<file path="src/adc_readout_consts.vh">
// constants for the conversion sequencer and serial readout
`ifndef ADC_READOUT_CONSTS_VH
`define ADC_READOUT_CONSTS_VH

// ==========================================
// conversion timing: crystal rate in Hz, counts in crystal periods (settle count in result periods), counter widths
`define XTAL_HZ          32768
`define RATE_DIV_A       69
`define RATE_DIV_B       8
`define RATE_DIV_C       3
`define RESULT_PERIOD    (`RATE_DIV_A * `RATE_DIV_B * `RATE_DIV_C)
`define SETTLE_PERIODS   2
`define LOCK_PERIODS     64
`define PERIOD_CNT_W     11
`define LOCK_CNT_W       8
`define SETTLE_W         2

// ==========================================
// result word
`define WORD_BITS        24
`define WORD_MSB         23
`define BIT_CNT_W        5
`define FIFO_DEPTH       8
`define FIFO_AW          3

// ==========================================
// mode pin coding
`define MODE_MASTER      1'h0
`define MODE_SLAVE       1'h1

`endif

</file>
<file path="src/sync_two_ff.v">
// two flip-flop synchroniser for pins from outside the clock domain
`timescale 1ns/1ns
module sync_two_ff #(
    parameter WIDTH = 1,
    parameter [WIDTH-1:0] INIT = {WIDTH{1'b0}}
) (
    input  wire             clk_sys,
    input  wire             rst,
    input  wire [WIDTH-1:0] async_in,
    output reg  [WIDTH-1:0] sync_out
);

// ==========================================
// first stage is read only by the second
reg [WIDTH-1:0] meta;

always @(posedge clk_sys) begin
    if (rst) begin
        meta     <= INIT;
        sync_out <= INIT;
    end else begin
        meta     <= async_in;
        sync_out <= meta;
    end
end

endmodule

</file>
<file path="src/result_fifo.v">
// result word fifo between filter and output shift register
`timescale 1ns/1ns
module result_fifo #(
    parameter WIDTH = 24,
    parameter DEPTH = 8,
    parameter AW    = 3
) (
    input  wire             clk_sys,
    input  wire             rst,
    input  wire             flush,
    input  wire             in_valid,
    output reg              in_ready,
    input  wire [WIDTH-1:0] in_data,
    output reg              out_valid,
    input  wire             out_ready,
    output wire [WIDTH-1:0] out_data
);

// ==========================================
// storage and pointers
reg [WIDTH-1:0] mem [0:DEPTH-1];
reg [AW-1:0]    wr_ptr;
reg [AW-1:0]    rd_ptr;
reg [AW:0]      count;
reg [AW:0]      next_count;

wire push = in_valid & in_ready;
wire pop  = out_valid & out_ready;

assign out_data = mem[rd_ptr];

always @* begin
    next_count = count;
    if (push & ~pop) begin
        next_count = count + 1'b1;
    end else if (pop & ~push) begin
        next_count = count - 1'b1;
    end
end

// ==========================================
// ready and valid are registered so the pins come from flops
always @(posedge clk_sys) begin
    if (rst | flush) begin
        wr_ptr    <= {AW{1'b0}};
        rd_ptr    <= {AW{1'b0}};
        count     <= {(AW+1){1'b0}};
        in_ready  <= 1'b1;
        out_valid <= 1'b0;
    end else begin
        if (push) begin
            wr_ptr <= (wr_ptr == DEPTH - 1) ? {AW{1'b0}} : wr_ptr + 1'b1;
        end
        if (pop) begin
            rd_ptr <= (rd_ptr == DEPTH - 1) ? {AW{1'b0}} : rd_ptr + 1'b1;
        end
        count     <= next_count;
        in_ready  <= (next_count != DEPTH);
        out_valid <= (next_count != {(AW+1){1'b0}});
    end
end

always @(posedge clk_sys) begin
    if (push) begin
        mem[wr_ptr] <= in_data;
    end
end

endmodule

</file>
<file path="src/adc_conversion_serial_readout.v">
// conversion sequencing and read-only serial output of a two-pair converter
// ==========================================
// Overview of operation
// - select low powers up, locks, then converts
// - select high aborts, floats pins, drops result
// - conversions repeat while select stays low
// - ready high during conversion, low when done
// - unread result: ready high before next update
// - full read completes: ready returns high
// - slave mode: falling ready is interrupt
// - master: ready low half period before clocks
// - bits change on fall, sampled on rise
// - mode 0 master, mode 1 slave
// - master drives serial clock, slave receives it
// - result period is 1656 crystal periods
// - settle two periods after start or switch
// - master emits 24 clocks, then idles high
// - result word is offset binary
// - master serial clock period equals crystal period
`timescale 1ns/1ns
`include "adc_readout_consts.vh"
module adc_conversion_serial_readout #(
    parameter LOCK_PERIODS   = `LOCK_PERIODS,
    parameter RESULT_PERIOD  = `RESULT_PERIOD,
    parameter SETTLE_PERIODS = `SETTLE_PERIODS,
    parameter FIFO_DEPTH     = `FIFO_DEPTH,
    parameter FIFO_AW        = `FIFO_AW
) (
    input  wire                    clk_sys,
    input  wire                    rst,
    input  wire                    cs_n,
    input  wire                    mode,
    input  wire                    input_pair_select,
    input  wire                    crystal_in,
    output reg                     crystal_out,
    input  wire                    sclk_in,
    output reg                     sclk_out,
    output reg                     sclk_oe,
    output reg                     dout_rdy_n,
    output reg                     dout_oe,
    input  wire                    sample_valid,
    output wire                    sample_ready,
    input  wire [`WORD_MSB:0]      sample_twos,
    output reg                     conv_active,
    output reg                     active_pair
);

// ==========================================
// states
localparam [4:0] ST_OFF   = 5'h01;
localparam [4:0] ST_LOCK  = 5'h02;
localparam [4:0] ST_CONV  = 5'h04;
localparam [4:0] ST_READY = 5'h08;
localparam [4:0] ST_SHIFT = 5'h10;

// counts are cut to their counter widths on purpose
localparam integer PERIOD_LAST_I = RESULT_PERIOD - 1;
localparam integer PERIOD_WARN_I = RESULT_PERIOD - 2;
localparam integer LOCK_LAST_I   = LOCK_PERIODS - 1;
localparam integer SETTLE_INIT_I = SETTLE_PERIODS - 1;
localparam integer BIT_LAST_I    = `WORD_BITS - 1;

localparam [`PERIOD_CNT_W-1:0] PERIOD_LAST = PERIOD_LAST_I[`PERIOD_CNT_W-1:0];
localparam [`PERIOD_CNT_W-1:0] PERIOD_WARN = PERIOD_WARN_I[`PERIOD_CNT_W-1:0];
localparam [`LOCK_CNT_W-1:0]   LOCK_LAST   = LOCK_LAST_I[`LOCK_CNT_W-1:0];
localparam [`SETTLE_W-1:0]     SETTLE_INIT = SETTLE_INIT_I[`SETTLE_W-1:0];
localparam [`BIT_CNT_W-1:0]    BIT_LAST    = BIT_LAST_I[`BIT_CNT_W-1:0];

// ==========================================
// pin synchronisers
wire [4:0] pins_s;

sync_two_ff #(
    .WIDTH (5),
    .INIT  (5'h19)
) u_sync (
    .clk_sys  (clk_sys),
    .rst      (rst),
    .async_in ({cs_n, mode, input_pair_select, crystal_in, sclk_in}),
    .sync_out (pins_s)
);

wire cs_high  = pins_s[4];
wire mode_s   = pins_s[3];
wire pair_s   = pins_s[2];
wire xtal_s   = pins_s[1];
wire sclk_s   = pins_s[0];

// edge detectors look only at the second stage
reg xtal_q;
reg sclk_q;
reg pair_q;

always @(posedge clk_sys) begin
    if (rst) begin
        xtal_q <= 1'b0;
        sclk_q <= 1'b1;
        pair_q <= 1'b0;
    end else begin
        xtal_q <= xtal_s;
        sclk_q <= sclk_s;
        pair_q <= pair_s;
    end
end

wire x_rise = xtal_s & ~xtal_q;
wire x_fall = ~xtal_s & xtal_q;
wire s_rise = sclk_s & ~sclk_q;
wire s_fall = ~sclk_s & sclk_q;
wire is_master = (mode_s == `MODE_MASTER);

// master clocks from crystal edges so one serial period is one crystal period
wire fall_ev = is_master ? x_fall : s_fall;
wire rise_ev = is_master ? x_rise : s_rise;

// ==========================================
// result fifo
reg                 flush;
reg  [`WORD_MSB:0]  shreg;
wire                fifo_valid;
wire [`WORD_MSB:0]  fifo_data;
wire [`WORD_MSB:0]  sample_ofs = {~sample_twos[`WORD_MSB], sample_twos[`WORD_MSB-1:0]};

reg  [4:0]                 state;
reg  [`PERIOD_CNT_W-1:0]   period_cnt;
reg  [`LOCK_CNT_W-1:0]     lock_cnt;
reg  [`SETTLE_W-1:0]       settle;
reg  [`BIT_CNT_W-1:0]      bit_cnt;
reg                        word_end;

wire running   = (state == ST_CONV) | (state == ST_READY) | (state == ST_SHIFT);
wire update_ev = running & x_rise & (period_cnt == PERIOD_LAST);
wire pop       = update_ev & fifo_valid;

result_fifo #(
    .WIDTH (`WORD_BITS),
    .DEPTH (FIFO_DEPTH),
    .AW    (FIFO_AW)
) u_fifo (
    .clk_sys   (clk_sys),
    .rst       (rst),
    .flush     (flush),
    .in_valid  (sample_valid),
    .in_ready  (sample_ready),
    .in_data   (sample_ofs),
    .out_valid (fifo_valid),
    .out_ready (pop),
    .out_data  (fifo_data)
);

// ==========================================
// sequencer and shifter
always @(posedge clk_sys) begin
    if (rst) begin
        state       <= ST_OFF;
        period_cnt  <= {`PERIOD_CNT_W{1'b0}};
        lock_cnt    <= {`LOCK_CNT_W{1'b0}};
        settle      <= {`SETTLE_W{1'b0}};
        bit_cnt     <= {`BIT_CNT_W{1'b0}};
        shreg       <= {`WORD_BITS{1'b0}};
        sclk_out    <= 1'b1;
        sclk_oe     <= 1'b0;
        dout_rdy_n  <= 1'b1;
        dout_oe     <= 1'b0;
        flush       <= 1'b1;
        conv_active <= 1'b0;
        active_pair <= 1'b0;
        crystal_out <= 1'b1;
        word_end    <= 1'b0;
    end else begin
        crystal_out <= ~xtal_s;
        active_pair <= pair_s;
        flush       <= 1'b0;
        if (cs_high) begin
            // abort, float, standby, lose the held word
            state       <= ST_OFF;
            dout_oe     <= 1'b0;
            sclk_oe     <= 1'b0;
            dout_rdy_n  <= 1'b1;
            sclk_out    <= 1'b1;
            conv_active <= 1'b0;
            flush       <= 1'b1;
            shreg       <= {`WORD_BITS{1'b0}};
            word_end    <= 1'b0;
        end else begin
            conv_active <= 1'b1;
            dout_oe     <= 1'b1;
            sclk_oe     <= is_master;
            word_end    <= 1'b0;
            if (word_end) begin
                dout_rdy_n <= 1'b1;
            end
            case (state)
                ST_OFF: begin
                    state      <= ST_LOCK;
                    lock_cnt   <= {`LOCK_CNT_W{1'b0}};
                    dout_rdy_n <= 1'b1;
                    sclk_out   <= 1'b1;
                end
                ST_LOCK: begin
                    if (x_rise) begin
                        if (lock_cnt == LOCK_LAST) begin
                            state      <= ST_CONV;
                            period_cnt <= {`PERIOD_CNT_W{1'b0}};
                            settle     <= SETTLE_INIT;
                            flush      <= 1'b1;
                        end else begin
                            lock_cnt <= lock_cnt + 1'b1;
                        end
                    end
                end
                ST_CONV, ST_READY, ST_SHIFT: begin
                    if (pair_s != pair_q) begin
                        // pair switched: restart the period and settle again
                        state      <= ST_CONV;
                        period_cnt <= {`PERIOD_CNT_W{1'b0}};
                        settle     <= SETTLE_INIT;
                        dout_rdy_n <= 1'b1;
                        sclk_out   <= 1'b1;
                        flush      <= 1'b1;
                    end else if (update_ev) begin
                        period_cnt <= {`PERIOD_CNT_W{1'b0}};
                        if (settle != {`SETTLE_W{1'b0}}) begin
                            settle <= settle - 1'b1;
                        end else if (fifo_valid) begin
                            shreg      <= fifo_data;
                            state      <= ST_READY;
                            dout_rdy_n <= 1'b0;
                            bit_cnt    <= {`BIT_CNT_W{1'b0}};
                        end
                    end else begin
                        if (x_rise) begin
                            period_cnt <= period_cnt + 1'b1;
                        end
                        if (x_rise & (period_cnt == PERIOD_WARN)) begin
                            // unread word: warn before the register changes
                            state      <= ST_CONV;
                            dout_rdy_n <= 1'b1;
                            sclk_out   <= 1'b1;
                        end else if ((state == ST_READY) | (state == ST_SHIFT)) begin
                            // master: first fall comes half a crystal period after ready; in slave mode the host sets it
                            if (fall_ev) begin
                                dout_rdy_n <= shreg[`WORD_MSB];
                                shreg      <= {shreg[`WORD_MSB-1:0], 1'b0};
                                sclk_out   <= 1'b0;
                                state      <= ST_SHIFT;
                            end else if (rise_ev & (state == ST_SHIFT)) begin
                                sclk_out <= 1'b1;
                                if (bit_cnt == BIT_LAST) begin
                                    // last bit holds one cycle past the final rise for host hold
                                    state      <= ST_CONV;
                                    word_end   <= 1'b1;
                                end else begin
                                    bit_cnt <= bit_cnt + 1'b1;
                                end
                            end
                        end
                    end
                end
                default: begin
                    // an illegal code sends the sequencer to standby, from which it locks again at once
                    state <= ST_OFF;
                end
            endcase
        end
    end
end

endmodule

</file>
<file path="config.mk">
export PLATFORM = sky130hd
export DESIGN_NAME = adc_conversion_serial_readout
export DESIGN_NICKNAME = d
export VERILOG_FILES = /design/src/sync_two_ff.v /design/src/result_fifo.v /design/src/adc_conversion_serial_readout.v
export VERILOG_INCLUDE_DIRS = /design/src
export SDC_FILE = /design/constraint.sdc
export NUM_CORES = 1
export LEC_CHECK = 0
export BUFFER_PORTS_ARGS = -buffer_cell sky130_fd_sc_hd__buf_4
export CAP_MARGIN = 5
export CORE_MARGIN = 1
export CORE_UTILIZATION = 31
export CTS_CLUSTER_DIAMETER = 200
export DETAILED_ROUTE_END_ITERATION = 16
export SETUP_SLACK_MARGIN = 0.05
export SYNTH_ARGS = -nofsm -noshare
export SYNTH_HDL_FRONTEND = slang
export SYNTH_HIERARCHICAL = 1
export SYNTH_SLANG_ARGS = --single-unit
</file>
<file path="constraint.sdc">
create_clock -name clk_sys -period 3.5 [get_ports clk_sys]
set_clock_uncertainty 0.15 [all_clocks]
set_input_delay 0.175 -clock clk_sys [delete_from_list [all_inputs] [get_ports clk_sys]]
set_output_delay 0.175 -clock clk_sys [all_outputs]
set_load 0.02 [all_outputs]
</file>
Word-level counts from Yosys, hierarchy flattened
Memories as Yosys holds them, arrays and structs flattened. A register that Yosys moved wholly into a read port is not among the register bits.
Cells that the tools add are included.
- add/sub/neg operators: 8
- reduce and logical (&&, ||, !) cells: 18
- multiplexer cells: 73
- equality and inequality tests: 32
- bitwise logic cells: 30
- operators by type and width (operator ; count):
    2-to-1 mux 24 bit ; 6
    2-to-1 mux 5 bit ; 19
    2-to-1 mux 11 bit ; 5
    2-to-1 mux 1 bit ; 23
    equality test 11 bit, second input constant ; 2
    one-hot mux 11 bit (2 select lines) ; 1
    2-to-1 mux 8 bit ; 2
    != test 4 bit, second input constant ; 4
    one-hot mux 8 bit (2 select lines) ; 1
    one-hot mux 5 bit (3 select lines) ; 1
    AND reduction 7 bit ; 2
    nonzero test 2 bit ; 7
    bitwise AND 1 bit ; 13
    inverter 1 bit ; 13
    2-to-1 mux 3 bit ; 4
    != test 2 bit, second input constant ; 6
    != test 6 bit, second input constant ; 2
    adder 11 x 1 -> 11 bit, second input constant ; 1
    equality test 5 bit, second input constant ; 2
    2-to-1 mux 2 bit ; 5
    != test 5 bit, second input constant ; 2
    AND reduction 10 bit ; 1
    != test 3 bit, second input constant ; 3
    OR reduction 9 bit ; 1
    25 further kinds ; 35
- input port bits: 32
- flip-flop bits (word level): 87
- logic and storage cells: 185
- memories kept: 1
- output and inout bits: 8
- bits in writable memories: 192
- memories (memory ; words ; bits a word ; rd ports ; clocked after memory_dff ; wr ports ; line ; RTL):
    u_fifo.mem ; 8 ; 24 ; 1 ; 1 ; 1 ; result_fifo.v:21 ; reg [WIDTH-1:0] mem [0:DEPTH-1];

Longest topological paths before layout
Gate-level depths: netlist of run 1.
- depth after elaboration: 11
- gate-level depth with buffers: 10
- gate-level depth less buffers: 8

Cells and area by module
Netlist of run 1, hierarchy kept.
- modules (own cells, without submodules) (module ; seq. area each (µm²) ; times used ; cells each ; area an instance (µm²)):
    result_fifo ; 6065.8 ; 1 ; 364 ; 7935.1
    adc_conversion_serial_readout ; 1301.2 ; 1 ; 457 ; 3717.3
    sync_two_ff ; 200.2 ; 1 ; 20 ; 262.8

Least setup slack after synthesis of run 1
No wires, ideal clock.
- path kind: register -> register
- start: register u_fifo.in_ready
- end: memory u_fifo.mem[0][0], enable pin
- path buffers: 1
- setup time: 466 ps
- cell stages (with the launch flop): 4
- slack: -356 ps
- data arrival time: 3240 ps
- data required time: 2884 ps
- clock period less this slack: 3856 ps
- cells stage by stage: dfxtp_1 nand2_2 clkbuf_1 nor4_1
- word-level cells in the longest chain between the ends: 3
- RTL lines (element ; line ; RTL):
    from (decl) ; result_fifo.v:12 ; output reg in_ready,
    from (signal assigned) ; result_fifo.v:58 ; in_ready <= (next_count != DEPTH);
    bitwise AND 1 bit ; result_fifo.v:27 ; wire push = in_valid & in_ready;
    2-to-1 mux 1 bit ; result_fifo.v:64 ; if (push) begin
    2-to-1 mux 1 bit (not written as such) ; result_fifo.v:65 ; mem[wr_ptr] <= in_data;
    to (decl) ; result_fifo.v:21 ;
No other way between the ends.

Worst setup path in the final report of run 1
- start: register period_cnt[3]
- end: register shreg[20]
- word-level cells in the longest chain between the ends: 4
- elaborated cells between the ends (all ways): 11
- classes of those cells: eq/ne: 5; mux: 1; bitwise: 2; reduce/logical: 3
- RTL lines (element ; line ; RTL):
    from (decl) ; adc_conversion_serial_readout.v:125 ; reg [`PERIOD_CNT_W-1:0] period_cnt;
    from (signal assigned) ; adc_conversion_serial_readout.v:156 ; period_cnt <= {`PERIOD_CNT_W{1'b0}};
    from (signal assigned) ; adc_conversion_serial_readout.v:204 ; period_cnt <= {`PERIOD_CNT_W{1'b0}};
    from (signal assigned) ; adc_conversion_serial_readout.v:216 ; period_cnt <= {`PERIOD_CNT_W{1'b0}};
    equality test 11 bit (on tied branches) ; adc_conversion_serial_readout.v:132, adc_conversion_serial_readout.v:235 ;
    bitwise AND 1 bit (on tied branches) ; adc_conversion_serial_readout.v:132, adc_conversion_serial_readout.v:235 ;
    != test 2 x 1 -> 1 bit (no line) (tied with other cells) ; -- ;
    AND reduction 7 bit (no line) ; -- ;
    to (signal assigned) ; adc_conversion_serial_readout.v:160 ; shreg <= {`WORD_BITS{1'b0}};
    to (signal assigned) ; adc_conversion_serial_readout.v:183 ; shreg <= {`WORD_BITS{1'b0}};
    to (signal assigned) ; adc_conversion_serial_readout.v:226 ; shreg <= fifo_data;
    to (decl) ; adc_conversion_serial_readout.v:119 ; reg [`WORD_MSB:0] shreg;
Parallel ways exist; a longest one is shown, timed or not.
A chain may end at the register's enable or synchronous reset.

==> flow_summary.ini, run 1 <==
[status]
status = finished, final reports clean

[synthesis]
synth.distinct_cells = 67
ys_ff_latch = 282
syn-instance-count = 841
yosysWarnings = 6
synth_edf_count = 192
synth_area_um2 = 11900
async_flop_share_pct = 0
avgSynthCellArea_um2 = 14.2
ys_seq_area_share_pct = 63.5
synth_nets = 884
ys.flop_type = edfxtp_1

[clocking]
cts_tree = yes
root_buffer = clkbuf_16
numCtsBuffers = 28
cts.clk_slew.worst_paths_ns = 0.06
cts_buffer_depth = 3
clock-sinks = 282
clock_latency_ns = 0.58
htreeDepth = 1

[grt]
grt.total_usage_pct = 13.1
grt_overflow_total = 0
grt_max_degree = 33
grt_pass1_vias = 7274
grt_first_pass_wirelength_um = 40000
antenna_found_initial = 0

[place]
dpl_cell_area_um2 = 12800
portBuffers = 39
gp_congestion = 0.846
dpl.hpwl_um = 14500

[worst_hold_path]
hold_class = in2reg
holdPathEnd = u_fifo/mem[0][1]$_DFFE_PP_
min-delay-start = sample_twos[1]
min_path_cells = 2

[setup_path]
critPathRequiredTime_ns = 3.82
cp-end-kind = flip-flop
cp_max_fo = 16
r2r_start = period_cnt[3]$_SDFFE_PP0P_
cp_data_arrival_time_ns = 3.30
crit_type = reg2reg
critPathLaunch = period_cnt[3]$_SDFFE_PP0P_
cpPeakStageDelay_ns = 0.66
crit_chain = nor4b_2 > and4_1 > a211oi_1 > o21bai_2 > buf_4 > mux2i_1
cp-start-kind = flip-flop
r2r-end = shreg[20]$_SDFFE_PP0P_
worst_r2r_path_depth = 6
rrSetupSlack_ns = 0.52
crit_path_top_delay_cell = o21bai_2

[sta]
rsz0062_at_grt = no
relSlewSlack_pct = 47.7
hold_violations = 0
fin_tns_setup_ns = 0
finalCritPeriodShare_pct = 85.1
worstMarginPinSlew_ns = 0.784
setup_viol = 0
slew_viol_final = 0
fmax_ghz = 0.336
period_needed_ns = 2.98

[power_and_ir_drop]
ir_worst_vdd_mv = 0.389
power.static_leakage_nw = 4.58
powerDensity_nw_per_um2 = 476

[routing]
wl_per_cell_um = 17.4
drt_iter0_drc = 465
drc = 0
vias = 7248
routed_wl_um = 25300
dr.pass1.iters = 5
antenna_left = 0
viasPerCell = 5.00

[layout]
final-seq-area_um2 = 7570
fillers = 3588
drive_above_1_share_pct = 20.9
area_delta_synth_final_pct = 18.3
fin_nets = 961
multiInputGateArea_um2 = 4070
final_area_um2 = 14100
layout_commonest_cell = edfxtp_1
mostFrequentLayoutCells = 192 x edfxtp_1, 88 x dfxtp_1, 60 x buf_4
diodes = 0

[floorplanning]
die_w_um = 198
rows = 71
core_area_um2 = 37800
die_y_um = 198
start_util_pct = 31.6
dieArea_um2 = 39200
num_io_pins = 40

[flow_run]
drv_cap = 0
==> Yosys cell counts, types with 4 or more instances <==
library cell	n	area (um^2)
mux2i_1	29	290
o21ai_1	7	35.0
clkbuf_1	27	101
and3_1	5	31.3
buf_6	7	78.8
ha_1	11	138
a211oi_1	6	45.0
nand3_1	26	130
o31ai_1	12	90.1
or2_2	5	31.3
nor3_1	38	190
o21ai_0	15	75.1
dfxtp_1	90	1800
or2_1	6	37.5
a21oi_1	53	265
mux2_2	24	270
nor3b_1	5	37.5
edfxtp_1	192	5770
nand2_1	47	176
or4_1	9	67.6
or3_1	30	188
inv_1	12	45.0
o211ai_1	10	75.1
nand4_1	8	50.1
nor2_1	20	75.1
nand2b_1	7	43.8
buf_2	13	65.1
mux4_2	48	1080
nor4_1	4	25.0
nor2b_1	13	81.3
==> through the flow <==
step / utilization, % / std cells / power (mW) / setup WS, ns / hold WS (ns)
floorplan: - / 841 / 3.74 / 0.262 / 0.0966
global placement: 34.0 / 1363 / 3.82 / 0.621 / 0.232
detailed placement: 34.0 / 1363 / 3.83 / 0.571 / 0.238
CTS: 37.3 / 1451 / 6.80 / 0.543 / 0.187
global route: 37.3 / 1451 / 6.93 / 0.380 / 0.218
finish: 37.3 / 1451 / 6.71 / 0.521 / 0.229
==> report_power, final <==
| group | total [mW] | internal, mW | switching [mW] |
|---|---|---|---|
| Combinational | 0.194 | 0.0926 | 0.102 |
| Sequential | 3.59 | 3.58 | 0.0109 |
| Clock | 2.93 | 1.66 | 1.26 |
==> per-layer routing <==
| layer | track usage, % | vias to the layer above | share of wire (%) |
|---|---|---|---|
| met1 | 17.8 | 3588 | 46 |
| met2 | 21.8 | 180 | 47 |
| met5 | 0 | - | 0 |
| met4 | 2.96 | 0 | 1.9 |
| met3 | 2.25 | 43 | 4.5 |
| li1 | - | 3437 | - |
==> worst max path at each step <==
stage,end,cells after the start
floorplan,u_fifo/mem[2][0]$_DFFE_PP_,3
global placement,u_fifo/in_ready$_SDFF_PP1_,8
detailed placement,shreg[20]$_SDFFE_PP0P_,6
CTS,shreg[20]$_SDFFE_PP0P_,6
global route,u_fifo/in_ready$_SDFF_PP1_,8
finish,shreg[20]$_SDFFE_PP0P_,6
==> what timing repair did <==
item | in CTS | in global routing
buffers inserted | 0 | 0
hold buffers | 36 | 0
resized for setup | 0 | 0
hold endpoints to repair | 209 | 0
endpoints found under the setup margin | 0 | 0
==> critical path: cells and delay by family, from the launching register on <==
family	cells	cell delay [ns]
and+or+nand+nor	2	1.04
AOI/OAI and AO/OA	2	0.86
DFF	1	0.35
buffers and inverters	1	0.31
muxes	1	0.20
==> cell families (layout without fill, tap and decap cells) <==
logic type      count (synthesis)  after routing  synth area share [%]
fa+ha+maj                      11             11                  1.16
xor+xnor                        7              7                 0.578
buf+inv                        65            164                  2.72
flops                         282            282                  63.5
mux                           101            101                  13.8
simple gates                  240            240                  11.1
compound gates                135            135                  7.20
==> layout make-up <==
| class | count | share of cell area, % |
|---|---|---|
| Clock buffer | 40 | 5.65 |
| Clock inverter | 12 | 0.817 |
| Inverter | 14 | 0.373 |
| Multi-Input combinational cell | 494 | 28.9 |
| Sequential cell | 282 | 53.7 |
| Tap cell | 511 | 4.54 |
| Timing Repair Buffer | 98 | 6.04 |
==> sequential cells by signal, summed over array words and instances, names as in the netlist, 2 cells and up, named ones only <==
signal	flops
u_fifo/count	4
bit_cnt	5
u_fifo/rd_ptr	3
shreg	24
state	5
u_fifo/wr_ptr	3
u_sync/meta	5
u_fifo/mem	192
lock_cnt	8
u_sync/sync_out	5
period_cnt	11
settle	2
No activity file was read; power rests on OpenSTA's default activity.
==> run 2: changes to the inputs <==
- MAX_ROUTING_LAYER: default -> met4
==> run 2 against run 1 <==
Maximum frequency rose by 0.92%; flip-flop and latch count is the same; critical path depth unchanged; clock power hardly changed; largest cell class unchanged; die area unchanged; critical path type unchanged; first-iteration DRC count decreased by 1.9%; non-clock buffer count stayed put; register-to-register slack improved by 0.03 ns; largest power group unchanged; sequential power hardly changed; critical endpoint unchanged; setup slack better by 0.027 ns; sequential share of layout area stayed put.
==> flow_summary.ini, run 2 (synthesis gave the netlist of run 1 again) <==
[sta]
holdWs_ns = 0.224
fmax_ghz = 0.339
fin_tns_setup_ns = 0
relSlewSlack_pct = 46.6
finalCritPeriodShare_pct = 84.4
rsz0062_at_grt = no
setup_viol = 0
slew_viol_final = 0
worstMarginPinSlew_ns = 0.799
hold_violations = 0
period_needed_ns = 2.95

[routing]
vias = 7248
drc = 0
viasPerCell = 5.00
antenna_left = 0
drt_iter0_drc = 456
dr.pass1.iters = 5
wl_per_cell_um = 17.4
routed_wl_um = 25300

[layout]
largest_reg_flops = 192
drive_above_1_share_pct = 20.9
top_register = u_fifo/mem
fin_nets = 961
diodes = 0
layout_commonest_cell = edfxtp_1
final_area_um2 = 14100
mostFrequentLayoutCells = 192 x edfxtp_1, 88 x dfxtp_1, 60 x buf_4
area_delta_synth_final_pct = 18.3
reg_top3 = u_fifo/mem (192), shreg (24), period_cnt (11)

[floorplanning]
rows = 71
die_w_um = 198
dieArea_um2 = 39200
core_area_um2 = 37800
num_io_pins = 40
start_util_pct = 31.6
die_y_um = 198

[place]
gp_congestion = 0.860
dpl.hpwl_um = 14500
dpl_cell_area_um2 = 12800
portBuffers = 39

[setup_path]
critPathRequiredTime_ns = 3.82
crit_type = reg2reg
cp-start-kind = flip-flop
cp_data_arrival_time_ns = 3.28
cp-end-kind = flip-flop
cp_max_fo = 16
worst_r2r_path_depth = 6

[power_and_ir_drop]
comb_power_share_pct = 2.9
p_total_mw = 6.71
power_switching_mw = 1.37
powerDensity_nw_per_um2 = 476
p_sw_share_pct = 20.5
intPower_mw = 5.34
seqPwrFrac_pct = 53.5
clkPwrFrac_pct = 43.6
power.static_leakage_nw = 4.58
ir_worst_vdd_mv = 0.390

[grt]
grt_pass1_vias = 7267
grt_overflow_total = 0
grt_max_degree = 33
grt_first_pass_wirelength_um = 40000
grt.total_usage_pct = 13.5
antenna_found_initial = 0

[clocking]
root_buffer = clkbuf_16
cts_buffer_depth = 3
cts.clk_slew.worst_paths_ns = 0.06
cts_tree = yes
numCtsBuffers = 28
postCtsSetupBuffers = 0
clock_latency_ns = 0.58
cts_resized = 0
clock-sinks = 282
postCtsHoldBufs = 36
htreeDepth = 1

[flow_run]
drv_cap = 0

[worst_hold_path]
hold_class = in2reg
min_path_cells = 2

[status]
status = finished, final reports clean
-- run 2: cell counts in the layout (fill, tap and decap cells not counted) --
Identical to the previous run, type by type.
-- run 2: routing by layer --
layer	GRT usage [%]	up-vias	part of all wire, %
met2	21.8	164	47
met4	2.96	0	1.9
met5	-	-	0
met1	17.9	3597	47
met3	2.25	47	3.9
li1	-	3440	-
-- run 2: final timing paths --
kind,slack (ns),to,startpoint
max,0.55,shreg[20]$_SDFFE_PP0P_,period_cnt[3]$_SDFFE_PP0P_
max reg2reg,0.55,shreg[20]$_SDFFE_PP0P_,period_cnt[3]$_SDFFE_PP0P_
min reg2reg,0.26,u_sync/sync_out[0]$_SDFF_PP1_,u_sync/meta[0]$_SDFF_PP1_
min,0.22,u_fifo/mem[0][1]$_DFFE_PP_,sample_twos[1]
-- run 2: final cells by class --
cell class,count,area (um^2)
clock inverters,12,115
flip-flops and latches,282,7570
multi-input cells,494,4070
inverters,14,52.6
clock buffers,40,796
fillers,3588,23700
repair buffers,98,851
well taps,511,639
-- run 2: metrics by stage --
stage	utilization [%]	std cells	setup WS (ns)
detailed placement	34.0	1363	0.571
CTS	37.3	1451	0.543
finish	37.3	1451	0.548
floorplan	-	841	0.262
global placement	34.0	1363	0.621
global route	37.3	1451	0.380
-- run 2: power by group through the flow --
| stage | clock network [mW] | logic [mW] | registers [mW] |
|---|---|---|---|
| floorplan | 0 | 0.0766 | 3.66 |
| global placement | 0 | 0.161 | 3.66 |
| detailed placement | 0 | 0.163 | 3.66 |
| CTS | 3.01 | 0.197 | 3.59 |
| global route | 3.13 | 0.212 | 3.59 |
| finish | 2.93 | 0.194 | 3.59 |
-- run 2: worst max-delay path: stages, from the launching register on --
cell      delay (ns)
dfxtp_1         0.35
nor4b_2         0.41
and4_1          0.60
a211oi_1        0.19
o21bai_2        0.66
buf_4           0.31
mux2i_1         0.20
==> run 3: changes to the inputs <==
- clock period: 3.5 -> 2.4 ns (I/O delays scaled with it)
==> run 3 against run 2 <==
First-iteration DRC count is 15% higher; hold slack lost 0.064 ns; largest cell class unchanged; flip-flop and latch count unchanged.
==> flow_summary.ini, run 3 (synthesis gave the netlist of run 1 again) <==
[layout]
largest_reg_flops = 192
final_cells = 1482
diodes = 0
fin_nets = 996
reg_top3 = u_fifo/mem (192), shreg (24), period_cnt (11)
mostFrequentLayoutCells = 192 x edfxtp_1, 84 x dfxtp_1, 80 x buf_4
top_register = u_fifo/mem
layout_commonest_cell = edfxtp_1
area_delta_synth_final_pct = 22.4
drive_above_1_share_pct = 25.0

[sta]
fmax_ghz = 0.431
slew_viol_final = 0
worstMarginPinSlew_ns = 0.518
hold_violations = 0
fin_tns_setup_ns = 0
rsz0062_at_grt = yes
period_needed_ns = 2.32
finalCritPeriodShare_pct = 96.7
setup_viol = 0
relSlewSlack_pct = 65.1

[floorplanning]
num_io_pins = 40
dieArea_um2 = 39200
core_area_um2 = 37800
start_util_pct = 31.6
die_y_um = 198
rows = 71
die_w_um = 198

[power_and_ir_drop]
powerDensity_nw_per_um2 = 665
clkPwrFrac_pct = 42.9
p_sw_share_pct = 20.8
p_total_mw = 9.70
power.static_leakage_nw = 4.78
intPower_mw = 7.69
seqPwrFrac_pct = 53.9
comb_power_share_pct = 3.2
power_switching_mw = 2.02
ir_worst_vdd_mv = 0.658

[clocking]
clock_latency_ns = 0.59
cts_buffer_depth = 3
cts_tree = yes
clock-sinks = 282
numCtsBuffers = 28
htreeDepth = 1
cts.clk_slew.worst_paths_ns = 0.06
root_buffer = clkbuf_16

[routing]
dr.pass1.iters = 4
routed_wl_um = 25600
drt_iter0_drc = 526
antenna_left = 0
vias = 7283
drc = 0
wl_per_cell_um = 17.3
viasPerCell = 4.91

[place]
portBuffers = 39
gp_congestion = 0.839
place_inst = 1397
dpl.hpwl_um = 15500

[grt]
grt.total_usage_pct = 13.7
grt_first_pass_wirelength_um = 40800
antenna_found_initial = 0
grt_pass1_vias = 7460
grt_overflow_total = 0
grt_max_degree = 46

[setup_path]
cp_data_arrival_time_ns = 2.60
cp-start-kind = flip-flop
critPathRequiredTime_ns = 2.68
crit_path_top_delay_cell = dfxtp_2
crit_type = reg2reg
cp-end-kind = flip-flop
cpPeakStageDelay_ns = 0.35
crit_chain = nor4b_4 > nand4_1 > nor3_2 > nand2_1 > mux2i_1 > xnor2_1 > a211oi_2 > or3b_1
cp_max_fo = 5

[worst_hold_path]
hold_class = in2reg

[status]
status = finished, final reports clean

[flow_run]
drv_cap = 0
-- run 3: changes by cell type in the layout (fill, tap and decap cells not counted), sizes merged --
cell / delta
inv: -1
buf: +35
clkinvlp: +2
clkinv: -3
clkbuf: -2
-- run 3: per-layer routing --
metal / global-route usage, % / wire length, um / share of wire [%]
met1: 18.1 / 12000 / 47
met2: 22.1 / 12100 / 47
met3: 2.23 / 1080 / 4.2
met4: 3.13 / 460 / 1.8
met5: - / 0 / 0
-- run 3: layout make-up --
cell class	count	area (um^2)
sequential	282	7580
multi-input combinational	494	4160
timing repair buffer	133	1300
tap	511	639
clock buffer	38	758
fill	3505	23200
clock inverter	10	103
inverter	14	52.6
-- run 3: metrics by stage --
step | setup WS, ns | hold slack (ns) | util [%] | instance area, um^2
after floorplan | -0.143 | 0.0416 | - | 12000
after global placement | 0.0761 | 0.157 | 35.2 | 13300
after detailed placement | 0.000602 | 0.159 | 35.2 | 13300
after CTS | 0.0702 | 0.137 | 38.5 | 14500
after global routing | -0.0775 | 0.157 | 38.6 | 14600
final | 0.0796 | 0.160 | 38.6 | 14600
-- run 3: worst max-delay path, delay by kind of cell (launching register included) --
family	cells	cell delay [ns]
flops	1	0.35
mux	1	0.15
simple gates	5	1.19
compound gates	1	0.18
xor+xnor	1	0.17
-- run 3: repair_timing --
action / 4_1_cts / 5_1_grt
gates resized for setup: 2 / 13
buffers inserted: 0 / 1
hold endpoints to repair: 213 / 0
hold buffers: 36 / 0
setup endpoints to repair: 7 / 19
pin swaps: 0 / 2
-- run 3: worst paths after layout --
kind	from	end	slack, ns	cells past startpoint
hold / removal	sample_twos[7]	u_fifo/mem[5][7]$_DFFE_PP_	0.16	2
setup / recovery	period_cnt[3]$_SDFFE_PP0P_	u_fifo/in_ready$_SDFF_PP1_	0.08	8
setup reg to reg	period_cnt[3]$_SDFFE_PP0P_	u_fifo/in_ready$_SDFF_PP1_	0.08	8
hold reg to reg	u_sync/meta[4]$_SDFF_PP1_	u_sync/sync_out[4]$_SDFF_PP1_	0.27	1
-- run 3: power by group through the flow --
stage                     clock network, mW  logic, mW  registers (mW)
final                                  4.16      0.309            5.23
after global routing                   4.44      0.336            5.24
after CTS                              4.27      0.310            5.23
after detailed placement                  0      0.260            5.34
after global placement                    0      0.257            5.34
after floorplan                           0      0.113            5.34
